===== src/tsp_regs.svh =====
// Constants for the time serial ports and supervision lamps block.
`ifndef TSP_REGS_SVH
`define TSP_REGS_SVH
`define TSP_CLK_HZ 100000000
`define TSP_BAUD_1200 1200
`define TSP_BAUD_2400 2400
`define TSP_BAUD_4800 4800
`define TSP_BAUD_9600 9600
`define TSP_SUP_MAX_S 86399
`define TSP_LOCK_DEF_S 900
`define TSP_SYNC_DEF_S 7200
`define TSP_MARK_TOL_FINE_US 100
`define TSP_MARK_TOL_COARSE_US 1000
`define TSP_FMT_CNT 6
`define TSP_DEF_QUERY_CHAR 8'h54
`endif


===== src/tsp_pkg.sv =====
// Types shared by the time serial ports block.
`default_nettype none
package tsp_pkg;
    typedef enum logic [1:0] {
        TSP_B1200 = 2'h0,
        TSP_B2400 = 2'h1,
        TSP_B4800 = 2'h2,
        TSP_B9600 = 2'h3
    } tsp_baud_t;
    typedef enum logic [2:0] {
        TSP_FMT0 = 3'h0,
        TSP_FMT1 = 3'h1,
        TSP_FMT2 = 3'h2,
        TSP_FMT3 = 3'h3,
        TSP_FMT4 = 3'h4,
        TSP_FMT90 = 3'h5
    } tsp_fmt_t;
    typedef enum logic [1:0] {
        TSP_IDLE = 2'h0,
        TSP_START = 2'h1,
        TSP_DATA = 2'h3,
        TSP_STOP = 2'h2
    } tsp_line_t;
endpackage
`default_nettype wire


===== src/tsp_uart.sv =====
// One serial port: a transmitter, and a receiver for the query character.
`default_nettype none
`include "tsp_regs.svh"
module tsp_uart
    import tsp_pkg::*;
#(
    parameter int CLK_HZ = `TSP_CLK_HZ
) (
    input wire logic clk,
    input wire logic rst,
    input wire tsp_baud_t baud_sel,
    input wire logic [7:0] tx_data,
    input wire logic tx_valid,
    output logic tx_ready,
    output logic txd,
    input wire logic rxd,
    output logic [7:0] rx_data,
    output logic rx_valid
);
    localparam int DIV_W = 17;
    localparam logic [DIV_W-1:0] DIV1200 = DIV_W'(CLK_HZ / `TSP_BAUD_1200);
    localparam logic [DIV_W-1:0] DIV2400 = DIV_W'(CLK_HZ / `TSP_BAUD_2400);
    localparam logic [DIV_W-1:0] DIV4800 = DIV_W'(CLK_HZ / `TSP_BAUD_4800);
    localparam logic [DIV_W-1:0] DIV9600 = DIV_W'(CLK_HZ / `TSP_BAUD_9600);

    function automatic logic [DIV_W-1:0] bit_cycles(input tsp_baud_t b);
        case (b)
            TSP_B1200: bit_cycles = DIV1200;
            TSP_B2400: bit_cycles = DIV2400;
            TSP_B4800: bit_cycles = DIV4800;
            default: bit_cycles = DIV9600;
        endcase
    endfunction

    typedef struct packed {
        tsp_line_t tst;
        logic [DIV_W-1:0] tcnt;
        logic [2:0] tbit;
        logic [7:0] tsh;
        logic txd;
        tsp_line_t rst_;
        logic [DIV_W-1:0] rcnt;
        logic [2:0] rbit;
        logic [7:0] rsh;
        logic [7:0] rdat;
        logic rvld;
    } tsp_uart_st_t;

    tsp_uart_st_t s_q, s_d;
    logic [DIV_W-1:0] per;

    always_comb begin
        per = bit_cycles(baud_sel);
        s_d = s_q;
        s_d.rvld = 1'b0;
        // ---------------------------------------------------------------
        // Transmitter
        // ---------------------------------------------------------------
        // RULE8 10-bit 8N1 frame
        case (s_q.tst)
            TSP_IDLE: begin
                // RULE14 idle at mark
                s_d.txd = 1'b1;
                if (tx_valid) begin
                    s_d.tsh = tx_data;
                    s_d.tst = TSP_START;
                    s_d.tcnt = per - 1'b1;
                    s_d.txd = 1'b0;
                end
            end
            TSP_START: begin
                if (s_q.tcnt == '0) begin
                    s_d.tst = TSP_DATA;
                    s_d.tcnt = per - 1'b1;
                    s_d.tbit = 3'h0;
                    // RULE14 LSB first
                    s_d.txd = s_q.tsh[0];
                    s_d.tsh = {1'b0, s_q.tsh[7:1]};
                end else begin
                    s_d.tcnt = s_q.tcnt - 1'b1;
                end
            end
            TSP_DATA: begin
                if (s_q.tcnt == '0) begin
                    s_d.tcnt = per - 1'b1;
                    if (s_q.tbit == 3'h7) begin
                        s_d.tst = TSP_STOP;
                        s_d.txd = 1'b1;
                    end else begin
                        s_d.tbit = s_q.tbit + 1'b1;
                        s_d.txd = s_q.tsh[0];
                        s_d.tsh = {1'b0, s_q.tsh[7:1]};
                    end
                end else begin
                    s_d.tcnt = s_q.tcnt - 1'b1;
                end
            end
            default: begin
                if (s_q.tcnt == '0) begin
                    s_d.tst = TSP_IDLE;
                end else begin
                    s_d.tcnt = s_q.tcnt - 1'b1;
                end
            end
        endcase
        // ---------------------------------------------------------------
        // Receiver, sampling mid-bit
        // ---------------------------------------------------------------
        case (s_q.rst_)
            TSP_IDLE: begin
                if (!rxd) begin
                    s_d.rst_ = TSP_START;
                    s_d.rcnt = {1'b0, per[DIV_W-1:1]};
                end
            end
            TSP_START: begin
                if (s_q.rcnt == '0) begin
                    s_d.rst_ = rxd ? TSP_IDLE : TSP_DATA;
                    s_d.rcnt = per - 1'b1;
                    s_d.rbit = 3'h0;
                end else begin
                    s_d.rcnt = s_q.rcnt - 1'b1;
                end
            end
            TSP_DATA: begin
                if (s_q.rcnt == '0) begin
                    s_d.rsh = {rxd, s_q.rsh[7:1]};
                    s_d.rcnt = per - 1'b1;
                    s_d.rbit = s_q.rbit + 1'b1;
                    if (s_q.rbit == 3'h7) begin
                        s_d.rst_ = TSP_STOP;
                    end
                end else begin
                    s_d.rcnt = s_q.rcnt - 1'b1;
                end
            end
            default: begin
                if (s_q.rcnt == '0) begin
                    s_d.rst_ = TSP_IDLE;
                    // A framing error drops the character silently.
                    if (rxd) begin
                        s_d.rdat = s_q.rsh;
                        s_d.rvld = 1'b1;
                    end
                end else begin
                    s_d.rcnt = s_q.rcnt - 1'b1;
                end
            end
        endcase
    end

    always_ff @(posedge clk or posedge rst) begin
        if (rst) begin
            s_q <= '{tst: TSP_IDLE, tcnt: '0, tbit: 3'h0, tsh: 8'h00, txd: 1'b1,
                     rst_: TSP_IDLE, rcnt: '0, rbit: 3'h0, rsh: 8'h00, rdat: 8'h00,
                     rvld: 1'b0};
        end else begin
            s_q <= s_d;
        end
    end

    assign tx_ready = (s_q.tst == TSP_IDLE);
    assign txd = s_q.txd;
    assign rx_data = s_q.rdat;
    assign rx_valid = s_q.rvld;
endmodule
`default_nettype wire


===== src/tsp_top.sv =====
// Time data serial ports with lock and sync supervision lamps.
`default_nettype none
`include "tsp_regs.svh"
// Functional notes
// RULE1 - Lock lamp green if tracked within period
// RULE2 - Lock lamp red at startup or alarms
// RULE3 - Lock period seconds, max 23:59:59, default 15min
// RULE4 - Sync lamp green if tracked within period
// RULE5 - Sync lamp red at startup or alarm
// RULE6 - Sync period seconds, max 23:59:59, default 2h
// RULE7 - RS-232 sends on query or each second
// RULE8 - Characters framed 8N1, no parity
// RULE9 - Per-port baud 1200 to 9600
// RULE10 - Six formats; RS-232 zone, DST, query char
// RULE11 - No flow control on RS-232
// RULE12 - On-time marker aligned to second
// RULE13 - RS-485 sends every second unprompted
// RULE14 - Idle mark, LSB first
// RULE15 - Timers restart on track, alarm at period
module tsp_top
    import tsp_pkg::*;
#(
    parameter int NPORT = 4,
    parameter int N232 = 2,
    parameter int CLK_HZ = `TSP_CLK_HZ,
    parameter int MSG_LEN = 8
) (
    input wire logic clk,
    input wire logic rst,
    input wire logic sec_tick,
    input wire logic sat_tracked,
    input wire logic cpu_alarm,
    input wire logic [16:0] lock_period_s,
    input wire logic [16:0] sync_period_s,
    input wire logic [2*NPORT-1:0] baud_sel,
    input wire logic [3*NPORT-1:0] fmt_sel,
    input wire logic [N232-1:0] continuous,
    input wire logic [8*N232-1:0] query_char,
    input wire logic [5*N232-1:0] zone_offset,
    input wire logic [2*N232-1:0] daylight_saving_rule,
    input wire logic [8*MSG_LEN-1:0] msg_bytes,
    input wire logic [N232-1:0] rxd,
    output logic [NPORT-1:0] txd,
    output logic [NPORT-1:0] msg_active,
    output logic [3*NPORT-1:0] msg_fmt,
    output logic [5*NPORT-1:0] msg_zone,
    output logic [2*NPORT-1:0] msg_dst,
    output logic lock_lamp_green,
    output logic lock_lamp_red,
    output logic sync_lamp_green,
    output logic sync_lamp_red,
    output logic lock_supervision_alarm,
    output logic sync_supervision_alarm
);
    // ------------------------------------------------------------------
    // State
    // ------------------------------------------------------------------
    typedef struct packed {
        logic [16:0] lock_cnt;
        logic [16:0] sync_cnt;
        logic lock_seen;
        logic sync_seen;
        logic lock_alm;
        logic sync_alm;
        logic [NPORT-1:0] busy;
        logic [NPORT-1:0] pend;
        logic [NPORT-1:0][3:0] idx;
        logic [NPORT-1:0][2:0] fmt;
        logic [NPORT-1:0][4:0] zone;
        logic [NPORT-1:0][1:0] dst;
    } tsp_top_st_t;

    tsp_top_st_t s_q, s_d;
    logic [NPORT-1:0] tx_ready;
    logic [NPORT-1:0] tx_valid;
    logic [NPORT-1:0][7:0] tx_byte;
    logic [N232-1:0][7:0] rx_data;
    logic [N232-1:0] rx_valid;

    // Clamps a programmed period to the 23:59:59 ceiling and at least one second.
    function automatic logic [16:0] clamp_period(input logic [16:0] p);
        if (p > 17'(`TSP_SUP_MAX_S)) begin
            clamp_period = 17'(`TSP_SUP_MAX_S);
        end else if (p == 17'h00000) begin
            clamp_period = 17'h00001;
        end else begin
            clamp_period = p;
        end
    endfunction

    function automatic logic [7:0] msg_byte(input logic [3:0] i, input logic [8*MSG_LEN-1:0] m);
        msg_byte = m[8*i +: 8];
    endfunction

    // ------------------------------------------------------------------
    // Next state
    // ------------------------------------------------------------------
    always_comb begin
        s_d = s_q;
        // RULE15 restart on tracking
        if (sat_tracked) begin
            s_d.lock_cnt = 17'h00000;
            s_d.sync_cnt = 17'h00000;
            s_d.lock_seen = 1'b1;
            s_d.sync_seen = 1'b1;
            s_d.lock_alm = 1'b0;
            s_d.sync_alm = 1'b0;
        end else if (sec_tick) begin
            // RULE3 lock period count
            if (s_q.lock_cnt + 17'h00001 >= clamp_period(lock_period_s)) begin
                s_d.lock_alm = 1'b1;
            end else begin
                s_d.lock_cnt = s_q.lock_cnt + 17'h00001;
            end
            // RULE6 sync period count
            if (s_q.sync_cnt + 17'h00001 >= clamp_period(sync_period_s)) begin
                s_d.sync_alm = 1'b1;
            end else begin
                s_d.sync_cnt = s_q.sync_cnt + 17'h00001;
            end
        end
        for (int p = 0; p < NPORT; p++) begin
            // RULE10 latch per-port options
            if (!s_q.busy[p]) begin
                s_d.fmt[p] = fmt_sel[3*p +: 3];
                s_d.zone[p] = (p < N232) ? zone_offset[5*(p%N232) +: 5] : 5'h00;
                s_d.dst[p] = (p < N232) ? daylight_saving_rule[2*(p%N232) +: 2] : 2'h0;
            end
            // RULE7 query starts a message at next second
            if (p < N232 && rx_valid[p%N232] &&
                rx_data[p%N232] == query_char[8*(p%N232) +: 8]) begin
                s_d.pend[p] = 1'b1;
            end
            // RULE12 start exactly on the second mark
            if (sec_tick && !s_q.busy[p]) begin
                // RULE13 periodic on remote ports
                if (p >= N232 || continuous[p%N232] || s_d.pend[p]) begin
                    s_d.busy[p] = 1'b1;
                    s_d.idx[p] = 4'h0;
                    s_d.pend[p] = 1'b0;
                end
            end else if (s_q.busy[p] && tx_ready[p]) begin
                // The port stays busy until the last character's stop bit has ended,
                // so the line never shows a character while the port reads as idle.
                if (s_q.idx[p] == 4'(MSG_LEN)) begin
                    s_d.busy[p] = 1'b0;
                end else begin
                    s_d.idx[p] = s_q.idx[p] + 4'h1;
                end
            end
        end
    end

    always_ff @(posedge clk or posedge rst) begin
        if (rst) begin
            s_q <= '0;
        end else begin
            s_q <= s_d;
        end
    end

    // ------------------------------------------------------------------
    // Ports
    // ------------------------------------------------------------------
    genvar g;
    generate
        for (g = 0; g < NPORT; g++) begin : g_port
            // RULE11 no handshake lines; pacing is the baud timer only
            assign tx_valid[g] = s_q.busy[g] && tx_ready[g] && (s_q.idx[g] != 4'(MSG_LEN));
            assign tx_byte[g] = msg_byte(s_q.idx[g], msg_bytes);
            assign msg_active[g] = s_q.busy[g];
            assign msg_fmt[3*g +: 3] = s_q.fmt[g];
            assign msg_zone[5*g +: 5] = s_q.zone[g];
            assign msg_dst[2*g +: 2] = s_q.dst[g];
            if (g < N232) begin : g_232
                // RULE9 per-port baud
                tsp_uart #(.CLK_HZ(CLK_HZ)) u_uart (
                    .clk(clk),
                    .rst(rst),
                    .baud_sel(tsp_baud_t'(baud_sel[2*g +: 2])),
                    .tx_data(tx_byte[g]),
                    .tx_valid(tx_valid[g]),
                    .tx_ready(tx_ready[g]),
                    .txd(txd[g]),
                    .rxd(rxd[g]),
                    .rx_data(rx_data[g]),
                    .rx_valid(rx_valid[g])
                );
            end else begin : g_485
                // The remote ports have no receive side; the line is held at mark.
                tsp_uart #(.CLK_HZ(CLK_HZ)) u_uart (
                    .clk(clk),
                    .rst(rst),
                    .baud_sel(tsp_baud_t'(baud_sel[2*g +: 2])),
                    .tx_data(tx_byte[g]),
                    .tx_valid(tx_valid[g]),
                    .tx_ready(tx_ready[g]),
                    .txd(txd[g]),
                    .rxd(1'b1),
                    .rx_data(),
                    .rx_valid()
                );
            end
        end
    endgenerate

    // ------------------------------------------------------------------
    // Lamps
    // ------------------------------------------------------------------
    // RULE1 lock green
    assign lock_lamp_green = s_q.lock_seen && !s_q.lock_alm && !cpu_alarm;
    // RULE2 lock red
    assign lock_lamp_red = !lock_lamp_green;
    // RULE4 sync green
    assign sync_lamp_green = s_q.sync_seen && !s_q.sync_alm;
    // RULE5 sync red
    assign sync_lamp_red = !sync_lamp_green;
    assign lock_supervision_alarm = s_q.lock_alm;
    assign sync_supervision_alarm = s_q.sync_alm;
endmodule
`default_nettype wire


===== config.mk =====
export PLATFORM = sky130hd
export DESIGN_NAME = tsp_top
export DESIGN_NICKNAME = d
export VERILOG_FILES = /design/src/tsp_pkg.sv /design/src/tsp_uart.sv /design/src/tsp_top.sv
export VERILOG_INCLUDE_DIRS = /design/src
export SDC_FILE = /design/constraint.sdc
export NUM_CORES = 1
export LEC_CHECK = 0
export ABC_AREA = 1
export BUFFER_PORTS_ARGS = -buffer_cell sky130_fd_sc_hd__clkbuf_2
export CORE_MARGIN = 2
export CORE_UTILIZATION = 45
export DETAILED_ROUTE_END_ITERATION = 10
export GPL_TIMING_DRIVEN = 0
export PLACE_DENSITY = 0.59
export SLEW_MARGIN = 20
export SYNTH_ARGS = -nofsm -noshare
export SYNTH_HDL_FRONTEND = slang
export SYNTH_SLANG_ARGS = --single-unit

===== constraint.sdc =====
create_clock -name clk -period 28.5 [get_ports clk]
set_input_delay 5.7 -clock clk [delete_from_list [all_inputs] [get_ports clk]]
set_output_delay 5.7 -clock clk [all_outputs]
set_load 0.01 [all_outputs]

; Word level (Yosys, flattened, before mapping)
; Index checks and enable logic that the tools add are counted.
[op_classes]
n_reduce_logical = 117
n_mux = 144
magnitude_cmp = 4
addsub = 22
bitwise_logic = 2
n_eq_ne = 78
shift = 4
[op_table]
columns = operator, count
row1 = $mux 17, 22
row2 = $pmux 19 s3, 6
row3 = $shiftx 64x8->8, 4
row4 = $pmux 17 s3, 4
row5 = $sub 17x1->17 const B, 10
row6 = $logic_not 17->1, 8
row7 = $mux 19, 6
row8 = $pmux 9 s3, 4
row9 = $mux 12, 8
row10 = $mux 34, 2
row11 = $mux 11, 6
row12 = $mux 2, 28
row13 = $mux 4, 14
row14 = $reduce_and 5->1, 10
row15 = $ne 2x1->1 const B, 24
row16 = $reduce_bool 2->1, 23
row17 = $mux 9, 4
row18 = $pmux 3 s2, 6
row19 = $reduce_and 3->1, 12
row20 = $add 17x1->17 const B, 2
row21 = $ge 17x17->1, 2
row22 = $gt 17x17->1 const B, 2
row23 = $mux 1, 32
row24 = $reduce_and 2->1, 16
row25 = other kinds (19), 116
[word_totals]
word_cells = 425
reg_bits = 287

; Longest topological paths before layout
[logic_depth]
depth_word = 9
mapped_depth = 21
depth_no_buf = 20

; Hierarchy
; From an unflattened synthesis, not the netlist that was laid out.
[hier_totals]
cells_unflattened = 3864
area_unflattened_um2 = 26640.6
[modules_own_cells]
columns = mod, seq_area_each_um2, area_per_inst_um2, cells_each, n_inst
row1 = tsp_top, 2127.0, 8533.2, 1363, 1
row2 = tsp_uart at g_port[2].g_485.u_uart, 1752.9, 4595.7, 630, 1
row3 = tsp_uart at g_port[1].g_232.u_uart, 1752.9, 4546.9, 621, 1
row4 = tsp_uart at g_port[3].g_485.u_uart, 1752.9, 4489.3, 634, 1
row5 = tsp_uart at g_port[0].g_232.u_uart, 1752.9, 4475.5, 616, 1

; Least setup slack after synthesis
; OpenSTA, ideal clock, no wires.
[synth_timing]
path_type = input to output
startpoint = input port cpu_alarm
endpoint = output port lock_lamp_red
n_path_buf = 0
setup_slack_ps = 16619
cell_stages = 2
t_arrival_ps = 6181
t_required_ps = 22800
cell_sequence = nor3_1 inv_1
[synth_between]
elab_chain_len = 3
[synth_rtl]
columns = item, line
row1 = "start, declared", tsp_top.sv:32  ; input wire logic cpu_alarm,
row2 = $logic_not 1->1, tsp_top.sv:211  ; assign lock_lamp_green = s_q.lock_seen && !s_q.lock_alm && !cpu_alarm;
row3 = $logic_and 1x1->1, tsp_top.sv:211
row4 = $logic_not 1->1, tsp_top.sv:213  ; assign lock_lamp_red = !lock_lamp_green;
row5 = "end, declared", tsp_top.sv:49  ; output logic lock_lamp_red,
; No other way between the ends.

; Worst setup path in the final report
; Ends and elaborated chain as after synthesis.

==> results.py <==
metrics = {
    "logic_synthesis": {
        "async_reset_ff_share_pct": 100.0,
        "synth_adder_area_share_pct": 5.258,
        "synth_sequential_area_ratio_pct": 32.83,
        "synth.mux.area_fraction_pct": 0.09715,
        "post_synth_xor_area_fraction_pct": 4.160,
        "postSynthRegisterBits": 287,
        "synth.lib_cells_used.distinct": 60,
        "ys_warn_count": 0,
        "synth_compound_area_share_pct": 12.61,
        "avg_synthesized_cell_area_um2": 6.797,
        "post_synth_and_or_nand_nor_area_fraction_pct": 35.14,
        "count_of_flip_flops_with_a_built_in_enable_after_synthesis": 0,
        "post_synthesis_cell_area_mm2": 0.02189,
        "synthesis.instances": 3221,
        "most_used_dff_post_synth": "dfrtp_1",
        "combinational_family_with_the_most_area_after_synthesis": "simple AND/OR/NAND/NOR gates",
    },
    "detailed_routing": {
        "starting_drt_drc_count": 1761,
        "routed_via_density": 5.294,
        "final_antenna_net_count": 0,
        "routed-via-count": 21780,
        "route.detailed.drc": 0,
        "drt_pre_antenna_iters": 6,
        "drt-total-wl_um": 67030,
        "wl_per_cell_um": 16.29,
    },
    "timing": {
        "final_period_minus_worst_setup_slack_ps": 11900,
        "fin_skew_ps": 28.75,
        "max_slew_margin_pct": 57.44,
        "tightestPinTransition_ps": 636.0,
        "finalCritPeriodShare_pct": 41.76,
        "hold_viol": 0,
        "clock.fmax_mhz": 84.02,
        "drv_slew": 0,
        "report.final.setup_viol": 0,
        "rsz_0062_raised_after_global_routing": "no",
        "totalNegativeSetupSlack_ps": 0,
        "layout_setup_ws_ps": 16600,
    },
    "critical_path": {
        "critPathRequiredTime_ps": 22800,
        "timing.critical_path.buf_inv": 3,
        "cp_top_family": "buffers and inverters",
        "crit_slowest_cell": "nor3_1",
        "cp_data_arrival_time_ps": 6200,
        "worst-path-max-fanout": 2,
        "crit_path_frequent_cell": "clkbuf_2",
        "setup.worst_path.end_class": "primary output",
        "setup.worst_path.start_class": "input port",
        "worstSetupPathDepth": 4,
        "critical_path.max_stage_delay_ps": 230,
        "critical_path_class": "input port to primary output",
        "cell_by_cell_trace_of_the_critical_path": "clkbuf_2, nor3_1, inv_1, clkbuf_2",
        "ff_to_ff_path_depth": 19,
    },
    "run_status": {
        "status": "finished, final reports clean",
    },
    "global_route": {
        "globalRoute.totalOverflow": 0,
        "groute.usage.overall_pct": 26.61,
        "first_global_vias": 20970,
        "grt_antenna_before_repair": 0,
        "grt_pass1_wl_um": 108200,
        "grt_max_degree": 81,
    },
    "clock_tree": {
        "cts_buffer_depth": 3,
        "cts_made_buffers": 37,
        "clk_root_buffer_cell": "clkbuf_16",
        "insertion_delay_ps": 570,
        "clock_tree_from_tritoncts": "yes",
        "cts.sink_count": 287,
        "holdBufCountCts": 0,
        "post-cts-setup-buffer-count": 0,
        "cts_repair_resize_count": 0,
        "htree_num_levels": 2,
        "cts.reportedPaths.clkPinSlew_ps": 50,
    },
    "placement": {
        "placement.setup.worst_slack_ps": 16580,
        "detailed_place_hpwl_um": 50530,
        "routabilityCongestion": 0.9732,
        "numPortBuffers": 196,
        "placed_cells": 4048,
    },
    "floorplanning": {
        "die-area_mm2": 0.05043,
        "io_pins": 211,
        "die_width_um": 224.6,
        "fp.coreArea_mm2": 0.04785,
        "dieHeight_um": 224.6,
        "cell_rows": 80,
        "start_util_pct": 45.76,
    },
    "job": {
        "cap_viol_max_count": 0,
    },
    "min_path": {
        "timing.hold.worst.class": "flop to flop",
        "worst_hold_path.num_cells": 2,
    },
    "finish": {
        "fraction_of_layout_instances_using_a_drive_strength_above_1_pct": 13.72,
        "final_net_count": 3721,
        "multiInputGateArea_mm2": 0.01259,
        "instances_no_fill": 4115,
        "area_growth_pct": 14.31,
        "ff_latch_area_mm2": 0.007187,
        "filler_cell_count": 4909,
        "layout.core_utilization_pct": 52.31,
    },
    "pwr": {
        "p_leak_nw": 12.98,
        "power_per_cell_area_mw_per_mm2": 68.89,
        "worst_ir_drop_vdd_uv": 49.26,
    },
}
==> Yosys cell counts, types with 15 or more instances <==
cell type	n	share of area, %
a21oi_1	119	2.7
buf_2	29	0.66
buf_4	56	1.9
clkbuf_1	38	0.65
dfrtp_1	283	32
ha_1	92	5.3
inv_1	320	5.5
nand2_1	998	17
nand3_1	289	6.6
nand4_1	25	0.71
nor2_1	326	5.6
nor2_2	26	0.74
nor3_1	24	0.55
o211ai_1	81	2.8
o21ai_0	197	4.5
o21ai_1	19	0.43
o21ai_2	15	0.60
xnor2_1	25	1.0
xor2_1	79	3.2
==> registers in the layout, summed over array words and instances, names as in the netlist, 4 cells and up <==
| name | cells |
|---|---|
| msg_dst | 4 |
| s_q | 53 |
| msg_zone | 10 |
| msg_active | 4 |
| g_port.g_485.u_uart.s_q | 60 |
| g_port.g_232.u_uart.s_q | 120 |
| msg_fmt | 12 |
| g_port.g_232.u_uart.rx_data | 16 |
==> cell usage in the layout (no fill, tap or decap), types with 7 or more instances in the layout <==
cell and n:
nor2_4 13, nand3_1 289, clkinv_2 7, o211ai_1 81, nor4_1 11, o22ai_1 7, nand3_2 14, clkbuf_16 38
inv_1 319, nor2_2 26, or2_2 8, nor3_1 24, buf_4 56, buf_2 29, conb_1 14, o21ai_0 197
dfrtp_1 283, nand2_2 7, clkinv_1 10, ha_1 92, buf_6 9, inv_2 14, nand2_1 998, buf_1 13
clkbuf_1 48, xor2_1 79, o21ai_2 15, nand4_1 25, nor2_1 326, xnor2_1 25, o21ai_1 19, nand3b_1 7
clkbuf_2 197, a21oi_1 119
==> metrics by stage <==
step	hold WS, ps	total power, W	cell area (um2)
4_1_cts	471.9	0.001737	25020
3_3_place_gp	450.1	0.001226	23690
3_5_place_dp	458.7	0.001240	23780
5_1_grt	492.2	0.001859	25020
2_1_floorplan	433.8	0.001071	21940
6_report	470.1	0.001724	25030
==> worst register-to-register path: stages (launching register included) <==
cell and delay, ps:
dfrtp_1 440, ha_1 220, nand3_1 160, inv_1 110, nand2_1 70, nor2_1 160
nand3_1 130, xor2_1 160, inv_1 90, ha_1 330, nand2_1 70, nand2_1 50
nand2_1 50, nand2_1 50, a21oi_1 130, nand4_1 230, nor2_1 490, buf_2 310
nand3_1 100, nand2_1 100
==> final cells by class <==
cell class | instances | share of cell area (%)
Multi-Input combinational cell | 2455 | 50.31
Sequential cell | 287 | 28.72
Inverter | 346 | 5.234
Timing Repair Buffer | 199 | 4.250
Clock buffer | 51 | 4.115
Buffer | 146 | 3.450
Tap cell | 615 | 3.075
Clock inverter | 15 | 0.8449
Antenna cell | 1 | 0.009999
==> per-layer routing <==
layer	track usage (%)	share of wire (%)	routed length, um	vias up
li1	-	-	-	10860
met4	8.332	2.8	1895	0
met5	0	0	0	-
met2	42.53	44	29740	694
met1	37.08	46	30950	10090
met3	4.102	6.6	4436	138
==> cells by family (layout without fill, tap and decap cells) <==
group	Yosys count	count (layout)
simple gates	1772	1772
buf+inv	492	757
compound gates	471	471
flops	287	287
xor+xnor	104	104
fa+ha+maj	92	92
mux	2	2
other cells	1	15
==> where the power goes <==
group          switching (W)  total (W)  internal [W]
combinational       0.000408   0.000651      0.000242
clock               0.000194   0.000486      0.000292
sequential         0.0000901   0.000588      0.000498
total               0.000693    0.00172       0.00103
==> path summary, 6_finish.rpt <==
| path | start | slack (ps) | to |
|---|---|---|---|
| max | cpu_alarm | 16600 | lock_lamp_red |
| min | g_port[3].g_485.u_uart.s_q[47] | 470 | g_port[3].g_485.u_uart.s_q[47] |
| max reg2reg | s_q[85] | 24980 | s_q[88] |
| min reg2reg | g_port[3].g_485.u_uart.s_q[47] | 470 | g_port[3].g_485.u_uart.s_q[47] |
| max in group asynchronous | rst | 21770 | g_port[2].g_485.u_uart.txd |
| min in group asynchronous | rst | 5200 | g_port[3].g_485.u_uart.s_q[53] |
Power figures use the tool's default switching activity.
